### config.mk
export PLATFORM = sky130hd
export DESIGN_NAME = discrete_io_channel_logic
export DESIGN_NICKNAME = d
export VERILOG_FILES = /design/src/design/discrete_io_channel_logic.v
export VERILOG_INCLUDE_DIRS = /design/src /design/src/shared
export SDC_FILE = /design/constraint.sdc
export NUM_CORES = 2
export LEC_CHECK = 0
export ABC_AREA = 1
export BUFFER_PORTS_ARGS = -buffer_cell sky130_fd_sc_hd__buf_2
export CORE_MARGIN = 4
export CORE_UTILIZATION = 45
export CTS_BUF_LIST = sky130_fd_sc_hd__clkbuf_8
export CTS_CLUSTER_SIZE = 10
export DETAILED_ROUTE_END_ITERATION = 7
export PLACE_DENSITY = 0.7
export SETUP_SLACK_MARGIN = 0.5
export SLEW_MARGIN = 5
export SYNTH_ARGS = -nofsm -noshare
export SYNTH_HDL_FRONTEND = slang
export SYNTH_SLANG_ARGS = --single-unit
### constraint.sdc
create_clock -name ref_clk -period 48.2 [get_ports ref_clk]
set_clock_uncertainty 0.2 [all_clocks]
set_input_delay 4.82 -clock ref_clk [delete_from_list [all_inputs] [get_ports ref_clk]]
set_output_delay 4.82 -clock ref_clk [all_outputs]
set_load 0.02 [all_outputs]
### src/shared/dio_defines.vh
/*
  constants for the discrete and pulse channel logic.
  assumes a 200 MHz ref_clk; included by the design file by bare name.
*/
`ifndef DIO_DEFINES_VH
`define DIO_DEFINES_VH

// ----------------------------------------------------------------
// timing
// ----------------------------------------------------------------
`define CLK_MHZ        200
`define MS_CYCLES      (1000 * `CLK_MHZ)
`define SCAN_MIN_MS    16'd4
`define SCAN_MAX_MS    16'd43200
`define OUT_MIN_ON_MS  16'd4
`define OUT_APPLY_MS   2

// ----------------------------------------------------------------
// pulse channel functions
// ----------------------------------------------------------------
`define PF_SLOW_CNT    2'h0
`define PF_SLOW_RATE   2'h1
`define PF_FAST_CNT    2'h2
`define PF_FAST_RATE   2'h3

// ----------------------------------------------------------------
// discrete output modes
// ----------------------------------------------------------------
`define DM_LATCH       2'h0
`define DM_TOGGLE      2'h1
`define DM_MOMENT      2'h2
`define DM_TIMED       2'h3

// slow path filter: 125 Hz max, half period 4 ms -> require 1 ms stable
`define SLOW_FILT_MS   1
`define FAST_FILT_CYC  8'h04

`endif

### src/design/discrete_io_channel_logic.v
/*
  channel logic: eight discrete inputs, two pulse inputs, five discrete
  outputs, all configured over plain ports by host software.
  assumes field inputs already synchronous to ref_clk and debounced
  electrically; indicators and outputs are active high levels.
*/
// Notes on behaviour
// - each input momentary or latched, per channel
// - latched input holds active until latch reset
// - per-channel inversion of sensed field signal
// - count transitions, accumulate on and off time
// - scan interval programmable 4 to 43200 ms
// - current flowing reports active, interrupted reports open
// - one indicator per input, lit when active
// - pulse channels: slow/fast counter or rate
// - report pulse total or rate per period
// - fast path to 12 kHz, slow below 125 Hz
// - one indicator per pulse channel when active
// - outputs latched, toggled, momentary or timed
// - on reset keep last value or fail-safe
// - output command applied at once, under 2 ms
// - minimum on-time accepted down to 4 ms
// - one indicator per output, lit when active
`timescale 1ns/100ps
`include "dio_defines.vh"

module discrete_io_channel_logic #(
  parameter NDI      = 8,                  // discrete input channels
  parameter NPI      = 2,                  // pulse input channels
  parameter NDO      = 5,                  // discrete output channels
  parameter MS_TICK  = `MS_CYCLES,         // cycles per millisecond
  parameter CW       = 32                  // statistic counter width
) (
  input  wire                ref_clk,          // 200 MHz clock
  input  wire                sys_rst,          // async reset, high
  input  wire [NDI-1:0]      di_current,       // 1 = current flows in contact
  input  wire [NDI-1:0]      di_latch_en,      // 1 = latched mode
  input  wire [NDI-1:0]      di_invert,        // 1 = invert field signal
  input  wire [NDI-1:0]      di_latch_clr,     // pulse: clear latch
  input  wire [15:0]         scan_ms,          // scan interval, ms
  input  wire [2:0]          stat_sel,         // channel for statistics
  output reg  [NDI-1:0]      di_state,         // reported state
  output reg  [NDI-1:0]      di_led,           // input indicators
  output reg  [CW-1:0]       di_trans_cnt,     // transitions, chosen channel
  output reg  [CW-1:0]       di_on_ms,         // on time ms, chosen channel
  output reg  [CW-1:0]       di_off_ms,        // off time ms, chosen channel
  input  wire [NPI-1:0]      pi_slow,          // slow field input
  input  wire [NPI-1:0]      pi_fast,          // fast field input
  input  wire [2*NPI-1:0]    pi_func,          // function per channel
  input  wire [15:0]         pi_period_ms,     // rate measurement period
  output reg  [2*CW-1:0]     pi_value,         // total or rate per channel
  output reg  [NPI-1:0]      pi_led,           // pulse indicators
  input  wire [2*NDO-1:0]    do_mode,          // mode per output
  input  wire [NDO-1:0]      do_cmd,           // pulse: command strobe
  input  wire [NDO-1:0]      do_cmd_val,       // commanded value
  input  wire [15:0]         do_on_ms,         // on-time / toggle half period
  input  wire [15:0]         do_dur_ms,        // timed duration
  input  wire [NDO-1:0]      do_keep_last,     // 1 = keep last on reset
  input  wire [NDO-1:0]      do_failsafe,      // fail-safe value
  input  wire                do_soft_rst,      // pulse: output reset event
  output reg  [NDO-1:0]      do_out,           // field outputs
  output reg  [NDO-1:0]      do_led            // output indicators
);

  // ----------------------------------------------------------------
  // millisecond tick
  // ----------------------------------------------------------------
  reg [31:0] ms_cnt;        // cycle counter
  reg        ms_tick;       // one-cycle pulse each ms
  always @(posedge ref_clk or posedge sys_rst) begin
    if (sys_rst) begin
      ms_cnt  <= 32'h0;
      ms_tick <= 1'b0;
    end else if (ms_cnt == MS_TICK - 1) begin
      ms_cnt  <= 32'h0;
      ms_tick <= 1'b1;
    end else begin
      ms_cnt  <= ms_cnt + 32'h1;
      ms_tick <= 1'b0;
    end
  end

  // ----------------------------------------------------------------
  // scan timer
  // ----------------------------------------------------------------
  wire [15:0] scan_lim;     // clamped interval
  assign scan_lim = (scan_ms < `SCAN_MIN_MS) ? `SCAN_MIN_MS :
                    (scan_ms > `SCAN_MAX_MS) ? `SCAN_MAX_MS : scan_ms;
  reg [15:0] scan_cnt;      // ms since last scan
  reg        scan_go;       // scan strobe
  always @(posedge ref_clk or posedge sys_rst) begin
    if (sys_rst) begin
      scan_cnt <= 16'h0;
      scan_go  <= 1'b0;
    end else begin
      scan_go <= 1'b0;
      if (ms_tick) begin
        if (scan_cnt >= scan_lim - 16'h1) begin
          scan_cnt <= 16'h0;
          scan_go  <= 1'b1;
        end else begin
          scan_cnt <= scan_cnt + 16'h1;
        end
      end
    end
  end

  // ----------------------------------------------------------------
  // discrete inputs
  // ----------------------------------------------------------------
  reg [NDI-1:0] raw_q;              // sampled level after inversion
  reg [CW-1:0]  trans [0:NDI-1];    // transition counts
  reg [CW-1:0]  on_t  [0:NDI-1];    // on time, ms
  reg [CW-1:0]  off_t [0:NDI-1];    // off time, ms
  wire [NDI-1:0] sensed;            // after inversion
  assign sensed = di_current ^ di_invert;
  integer i;
  always @(posedge ref_clk or posedge sys_rst) begin
    if (sys_rst) begin
      raw_q    <= {NDI{1'b0}};
      di_state <= {NDI{1'b0}};
      di_led   <= {NDI{1'b0}};
      for (i = 0; i < NDI; i = i + 1) begin
        trans[i] <= {CW{1'b0}};
        on_t[i]  <= {CW{1'b0}};
        off_t[i] <= {CW{1'b0}};
      end
    end else begin
      for (i = 0; i < NDI; i = i + 1) begin
        // sample at each scan
        if (scan_go) begin
          raw_q[i] <= sensed[i];
          if (sensed[i] != raw_q[i])
            trans[i] <= trans[i] + 1'b1;
        end
        // reported state: latch set beats clear
        if (scan_go && sensed[i]) begin
          di_state[i] <= 1'b1;
          di_led[i]   <= 1'b1;
        end else if (di_latch_en[i]) begin
          if (di_latch_clr[i]) begin
            di_state[i] <= 1'b0;
            di_led[i]   <= 1'b0;
          end
        end else if (scan_go) begin
          di_state[i] <= 1'b0;
          di_led[i]   <= 1'b0;
        end
        // time accumulation on raw level
        if (ms_tick) begin
          if (raw_q[i])
            on_t[i] <= on_t[i] + 1'b1;
          else
            off_t[i] <= off_t[i] + 1'b1;
        end
      end
    end
  end

  // statistics readout
  always @(posedge ref_clk or posedge sys_rst) begin
    if (sys_rst) begin
      di_trans_cnt <= {CW{1'b0}};
      di_on_ms     <= {CW{1'b0}};
      di_off_ms    <= {CW{1'b0}};
    end else begin
      di_trans_cnt <= trans[stat_sel];
      di_on_ms     <= on_t[stat_sel];
      di_off_ms    <= off_t[stat_sel];
    end
  end

  // ----------------------------------------------------------------
  // pulse inputs
  // ----------------------------------------------------------------
  reg [NPI-1:0] p_lvl;              // filtered level
  reg [31:0]    p_flt [0:NPI-1];    // stability counter
  reg [CW-1:0]  p_acc [0:NPI-1];    // pulses this period / total
  reg [15:0]    per_cnt;            // ms in period
  reg           per_go;             // period end
  integer j;
  always @(posedge ref_clk or posedge sys_rst) begin
    if (sys_rst) begin
      per_cnt <= 16'h0;
      per_go  <= 1'b0;
    end else begin
      per_go <= 1'b0;
      if (ms_tick) begin
        if (per_cnt >= pi_period_ms - 16'h1) begin
          per_cnt <= 16'h0;
          per_go  <= 1'b1;
        end else begin
          per_cnt <= per_cnt + 16'h1;
        end
      end
    end
  end

  always @(posedge ref_clk or posedge sys_rst) begin
    if (sys_rst) begin
      p_lvl    <= {NPI{1'b0}};
      pi_led   <= {NPI{1'b0}};
      pi_value <= {2*CW{1'b0}};
      for (j = 0; j < NPI; j = j + 1) begin
        p_flt[j] <= 32'h0;
        p_acc[j] <= {CW{1'b0}};
      end
    end else begin
      for (j = 0; j < NPI; j = j + 1) begin : pch
        reg       fast;             // fast path selected
        reg       src;              // chosen pin
        reg [31:0] need;            // stable cycles required
        fast = pi_func[2*j+1];
        src  = fast ? pi_fast[j] : pi_slow[j];
        need = fast ? {24'h0, `FAST_FILT_CYC} : MS_TICK * `SLOW_FILT_MS;
        if (src == p_lvl[j]) begin
          p_flt[j] <= 32'h0;
        end else if (p_flt[j] >= need - 1) begin
          p_flt[j] <= 32'h0;
          p_lvl[j] <= src;
        end else begin
          p_flt[j] <= p_flt[j] + 32'h1;
        end
        pi_led[j] <= p_lvl[j];
        // rising edge of filtered level counts one pulse
        if (pi_func[2*j]) begin
          if (per_go) begin
            pi_value[j*CW +: CW] <= p_acc[j];
            p_acc[j] <= (src != p_lvl[j] && p_flt[j] >= need - 1 && src)
                        ? {{(CW-1){1'b0}}, 1'b1} : {CW{1'b0}};
          end else if (src != p_lvl[j] && p_flt[j] >= need - 1 && src) begin
            p_acc[j] <= p_acc[j] + 1'b1;
          end
        end else begin
          if (src != p_lvl[j] && p_flt[j] >= need - 1 && src)
            p_acc[j] <= p_acc[j] + 1'b1;
          pi_value[j*CW +: CW] <= p_acc[j];
        end
      end
    end
  end

  // ----------------------------------------------------------------
  // discrete outputs
  // ----------------------------------------------------------------
  reg [15:0] d_tmr [0:NDO-1];   // ms remaining in phase
  wire [15:0] on_lim;           // on-time, floor of 4 ms
  assign on_lim = (do_on_ms < `OUT_MIN_ON_MS) ? `OUT_MIN_ON_MS : do_on_ms;
  integer k;
  always @(posedge ref_clk or posedge sys_rst) begin
    if (sys_rst) begin
      do_out <= {NDO{1'b0}};
      do_led <= {NDO{1'b0}};
      for (k = 0; k < NDO; k = k + 1)
        d_tmr[k] <= 16'h0;
    end else begin
      for (k = 0; k < NDO; k = k + 1) begin
        if (do_soft_rst) begin
          if (!do_keep_last[k])
            do_out[k] <= do_failsafe[k];
          d_tmr[k] <= 16'h0;
        end else if (do_cmd[k]) begin
          // command applied next edge, far inside 2 ms
          case (do_mode[2*k +: 2])
            `DM_LATCH:  do_out[k] <= do_cmd_val[k];
            `DM_TOGGLE: begin
              do_out[k] <= do_cmd_val[k];
              d_tmr[k]  <= do_cmd_val[k] ? on_lim : 16'h0;
            end
            `DM_MOMENT: begin
              if (do_cmd_val[k]) begin
                do_out[k] <= 1'b1;
                d_tmr[k]  <= on_lim;
              end
            end
            `DM_TIMED: begin
              do_out[k] <= do_cmd_val[k] && (do_dur_ms != 16'h0);
              d_tmr[k]  <= do_cmd_val[k] ? do_dur_ms : 16'h0;
            end
            default: do_out[k] <= do_cmd_val[k];
          endcase
        end else if (ms_tick && d_tmr[k] != 16'h0) begin
          if (d_tmr[k] == 16'h1) begin
            if (do_mode[2*k +: 2] == `DM_TOGGLE) begin
              do_out[k] <= ~do_out[k];
              d_tmr[k]  <= on_lim;
            end else begin
              do_out[k] <= 1'b0;
              d_tmr[k]  <= 16'h0;
            end
          end else begin
            d_tmr[k] <= d_tmr[k] - 16'h1;
          end
        end
      end
      do_led <= do_out;
    end
  end

endmodule // discrete_io_channel_logic

# Word-level counts from Yosys, hierarchy flattened
# Cells that the tools add are included.
[totals]
reg_bits = 1233
inputBits = 140
output_inout_bits = 188
word_cells = 435
[op_classes]
addsub = 40
n_lt_le_gt_ge = 8
eq_ne = 58
mux = 150
bitwise = 17
reduce_logical = 100
[ops]
columns = ["op", "n"]
rows = [
  ["$add 32x1->32 const B", 29],
  ["$mux 16", 45],
  ["$mux 32", 21],
  ["$bmux 32 s3", 3],
  ["$pmux 16 s3", 5],
  ["$sub 16x1->16 const B", 7],
  ["$reduce_bool 16->1", 6],
  ["$eq 16x1->1 const B", 5],
  ["$mux 1", 69],
  ["$reduce_and 2->1", 34],
  ["$ge 32x32->1", 2],
  ["$reduce_bool 3->1", 18],
  ["$sub 18x1->19 const B", 2],
  ["$mux 18", 2],
  ["$add 16x1->16 const B", 2],
  ["$eq 32x18->1 const B", 1],
  ["$ge 16x16->1", 2],
  ["$lt 16x3->1 const B", 2],
  ["$ne 5x1->1 const B", 5],
  ["$ne 3x1->1 const B", 8],
  ["$logic_and 1x1->1", 22],
  ["$eq 2x2->1 const B", 10],
  ["$ne 4x4->1 const B", 5],
  ["$reduce_and 4->1", 5],
  ["other kinds (14)", 63],
]

# Depth between registers and ports, before layout
[depth]
ltp_word = 8
ltp_mapped = 25

# Least setup slack after synthesis
# OpenSTA, ideal clock, no wires.
[synth_path]
path_kind = "input to register"
from = "in scan_ms[8]"
to = "reg scan_cnt[13]"
setup_ps = 132
arrival_ps = 7611
required_time_ps = 47868
path_slack_ps = 40257
stages = 23
n_path_buf = 2
path_cell_list = "nor2_1 -> nand3_1 -> nand2_1 -> nand2_1 -> nand2_1 -> clkbuf_1 -> nand3_1 -> ha_1 -> inv_1 -> a21oi_1 -> nand3_1 -> nor2_1 -> nor2_1 -> nor2_1 -> ha_1 -> nand4_1 -> nor3_1 -> nand3_1 -> nand3_1 -> nand2_1 -> inv_1 -> clkbuf_1 -> nor2_1"
[synth_via]
elab_chain_len = 6
word_cells_on_any_way = 7
classes_between = "1 x add/sub; 3 x order compare; 3 x mux"
[synth_rtl]
columns = ["element", "line", "text"]
rows = [
  ["from (decl)", "discrete_io_channel_logic.v:40", "input wire [15:0] scan_ms,"],
  ["$gt 16x16->1 (no source line)", "--", ""],
  ["$mux 16", "discrete_io_channel_logic.v:88", "(scan_ms > `SCAN_MAX_MS) ? `SCAN_MAX_MS : scan_ms;"],
  ["$mux 16 *", "discrete_io_channel_logic.v:87", "assign scan_lim = (scan_ms < `SCAN_MIN_MS) ? `SCAN_MIN_MS :"],
  ["$sub 16x1->16 *", "discrete_io_channel_logic.v:98", "if (scan_cnt >= scan_lim - 16'h1) begin"],
  ["$ge 16x16->1 *", "discrete_io_channel_logic.v:98", ""],
  ["$mux 16 *", "discrete_io_channel_logic.v:98", ""],
  ["to (signal assigned)", "discrete_io_channel_logic.v:102", "scan_cnt <= scan_cnt + 16'h1;"],
  ["to (decl)", "discrete_io_channel_logic.v:89", "reg [15:0] scan_cnt;"],
]
# Mark *: on every way between the ends. The rest lies on a longest branch, timed or not.
# A chain may end at the register's enable or synchronous reset.

# Worst setup path in the final report
[layout_path]
from = "in scan_ms[8]"
to = "reg scan_cnt[2]"
# Same word-level chain as after synthesis.

==> reports/results.tsv <==
metric	value	unit
status	complete, no violations	
pin count of the biggest net entering global routing	202	
f_max	0.125	GHz
Yosys cell types	51	
maximum capacitance violations	0	
Rel. slew slack	22.6	%
count of pins over their slew limit	0	
layout cells sized above 1	7.70	%
final instance area	78700	sq um
CP endpoint	scan_cnt[2]$_DFFE_PP0P_	
Yosys top cell area share	43.8	%
pwr/cell area	33.3	nW/um^2
Total GRT Usage	25.9	%
Syn Std Cell Area	70500	sq um
TNS Setup	0	ns
routed len/inst	18.2	microns
WS Path Type	in2reg	
Post-synth EDFFs	0	
DP Worst Slack	39.31	ns
first-pass GRT wire length	341000	microns
sequential-to-total area share from yosys stat	43.8	%
Core ar.	156000	sq um
RR Endpoint	trans[211]$_DFFE_PP0P_	
CTS Buffer Depth	3	
number of CTS-inserted buffers	216	
Initial Util	45.2	%
Layout area overhead	11.6	%
final setup fails	0	
Filler Cells Inserted	15200	
unrepaired setup endpoints after global routing	false	
Max H-tree Level	4	
Post-synth ARST share	100	%
most frequent cells in the layout	1936 x nand2_1, 1232 x dfrtp_1, 1221 x nor2_1	
die area	163000	sq um
Overflow after GRT	0	
hold path start	do_out[2]$_DFFE_PP0P_	
initial antenna violation count	4	
Fin. Hold Viols	0	
Design Power	2.62	mW
Synth Area per Inst	7.61	sq um
Final GP Congestion	0.971	
input/output buffers	327	
Worst R2R Setup Slack	44.18	ns
Pleak	38.1	nW
chip height	404	microns
maximum fanout along the worst path	22	
Worst-path clk slew	0.06	ns
Syn. warnings	0	
root buf cell	clkbuf_8	
Crit. Startpoint	scan_ms[8]	
IO Pins	328	
drt drc	0	
Final min period	8.02	ns
router iterations before antenna repair	6	
final setup margin	40.18	ns
Reg-to-Reg Start	scan_go$_DFF_PP0_	
Post-Syn Instances	9271	
Iteration-0 DRC Markers	6027	
reg2reg path depth	8	
cts hold-fix bufs	0	
post-CTS setup repair buffer count	0	
Via density	5.41	
CTS tree	built	
Yosys top cell by area	dfrtp_1	
Sinks on Clock Net	1233	
fin crit share	16.6	%
top cells by area, synth	dfrtp_1 44%, nand2_1 10%, xor2_1 8.3%, nor2_1 6.5%, inv_1 6.0%	
# nets final	9869	
Final HPWL DP	158000	microns
Synth Flop Type	dfrtp_1	
element type at the critical path end	register	
die span in x	404	microns
final antenna-violating net count	0	
Routed WL	216000	microns
worst vdd ir	26.0	uV
row cnt	145	
Worst EP required	48.75	ns
vias in the first global route	61900	
clock latency at the later pin of the worst-skew pair	0.96	ns
CTS resizes	0	
vias	64100	
number of synthesized register bits	1233	
CP Launch Type	input port	
commonest non-fill, non-tap cell in the layout	nand2_1	
Post-DP Area	74200	sq um
worst hold path class	reg2reg	
WP data arrival	8.57	ns
Tightest Pin Transition	1.16	ns
[flip-flops by register name, indices dropped and copies added (netlist names), 16 cells and up]
register      flops
p_acc            64
on_t            256
di_off_ms        32
pi_value         64
p_flt            64
trans           256
scan_cnt         16
di_on_ms         32
off_t           256
di_trans_cnt     32
per_cnt          16
ms_cnt           32
d_tmr            80
[synthesized netlist by cell type (41+ instances only)]
master       n
nand4_1    220
nand3_1    474
xor2_1     668
nor4_1      80
o21ai_0    606
a31oi_1    114
nor3_1     324
inv_1     1130
dfrtp_1   1233
nand2_1   1938
a21oi_1    461
ha_1       108
xnor2_1    165
nor2_1    1222
clkbuf_1   204
o22ai_1     41
[worst min-delay path by stage]
stage	slack [ns]	cells after the start	to
after detailed placement	0.23	0	do_led[2]$_DFF_PP0_
after global routing	0.28	0	do_led[2]$_DFF_PP0_
final	0.24	0	do_led[2]$_DFF_PP0_
after CTS	0.24	0	do_led[2]$_DFF_PP0_
after global placement	0.22	0	do_led[2]$_DFF_PP0_
after floorplan	0.21	0	pi_led[0]$_DFF_PP0_
[stage by stage]
| stage | hold WS, ns | util [%] | cells |
|---|---|---|---|
| after detailed placement | 0.229 | 47.5 | 11500 |
| after CTS | 0.245 | 50.4 | 11900 |
| after global routing | 0.276 | 50.4 | 11900 |
| after global placement | 0.220 | 47.5 | 11500 |
| final | 0.243 | 50.4 | 11900 |
| after floorplan | 0.211 | - | 9296 |
[final cells by class]
| cell class | count | area (sq um) | share of cell area [%] |
|---|---|---|---|
| well taps | 2058 | 2570 | 3.27 |
| flip-flops and latches | 1233 | 30900 | 39.2 |
| multi-input cells | 6655 | 34400 | 43.7 |
| clock inverters | 108 | 634 | 0.806 |
| repair buffers | 357 | 1940 | 2.47 |
| clock buffers | 283 | 3890 | 4.95 |
| inverters | 1158 | 4370 | 5.55 |
| diodes | 2 | 5.00 | 0.00636 |
[critical path: stages]
cell and delay (ns):
buf_2 0.11, nor2_1 0.21, nand3_1 0.11, nand2_1 0.08, nand2_1 0.06, nand2_1 0.49
nand3_1 0.35, ha_1 0.32, inv_1 0.10, a21oi_1 0.06, nand3_1 0.20, nor2_1 0.06
nor2_1 0.08, nor2_1 0.05, ha_1 0.29, nand4_1 0.13, nor3_1 0.24, nand3_1 0.11
nand3_1 0.18, nand2_1 0.07, inv_1 0.32, nor2_1 0.10
[kinds of logic after synthesis]
family | count (synthesis) | synth area share [%]
AND/OR/NAND/NOR | 4361 | 26.2
buffers and inverters | 1408 | 7.58
AO/OA/AOI/OAI | 1324 | 10.1
flip-flops | 1233 | 43.8
XOR/XNOR | 833 | 10.3
adder cells (fa/ha/maj) | 108 | 1.92
multiplexers | 3 | 0.0444
other | 1 | 0.00532
[routing by layer]
metal	GRT usage (%)	share of wire, %
met1	35.2	43
met2	40.7	45
met3	4.87	7.8
met4	11.0	4.4
met5	0	0
[where the power goes]
group	internal (mW)	total [mW]	switching, mW
combinational	0.138	0.464	0.327
clock	0.542	1.00	0.463
sequential	1.10	1.15	0.0503
total	1.78	2.62	0.840
Note: power is estimated with default switching activity, not from simulation.
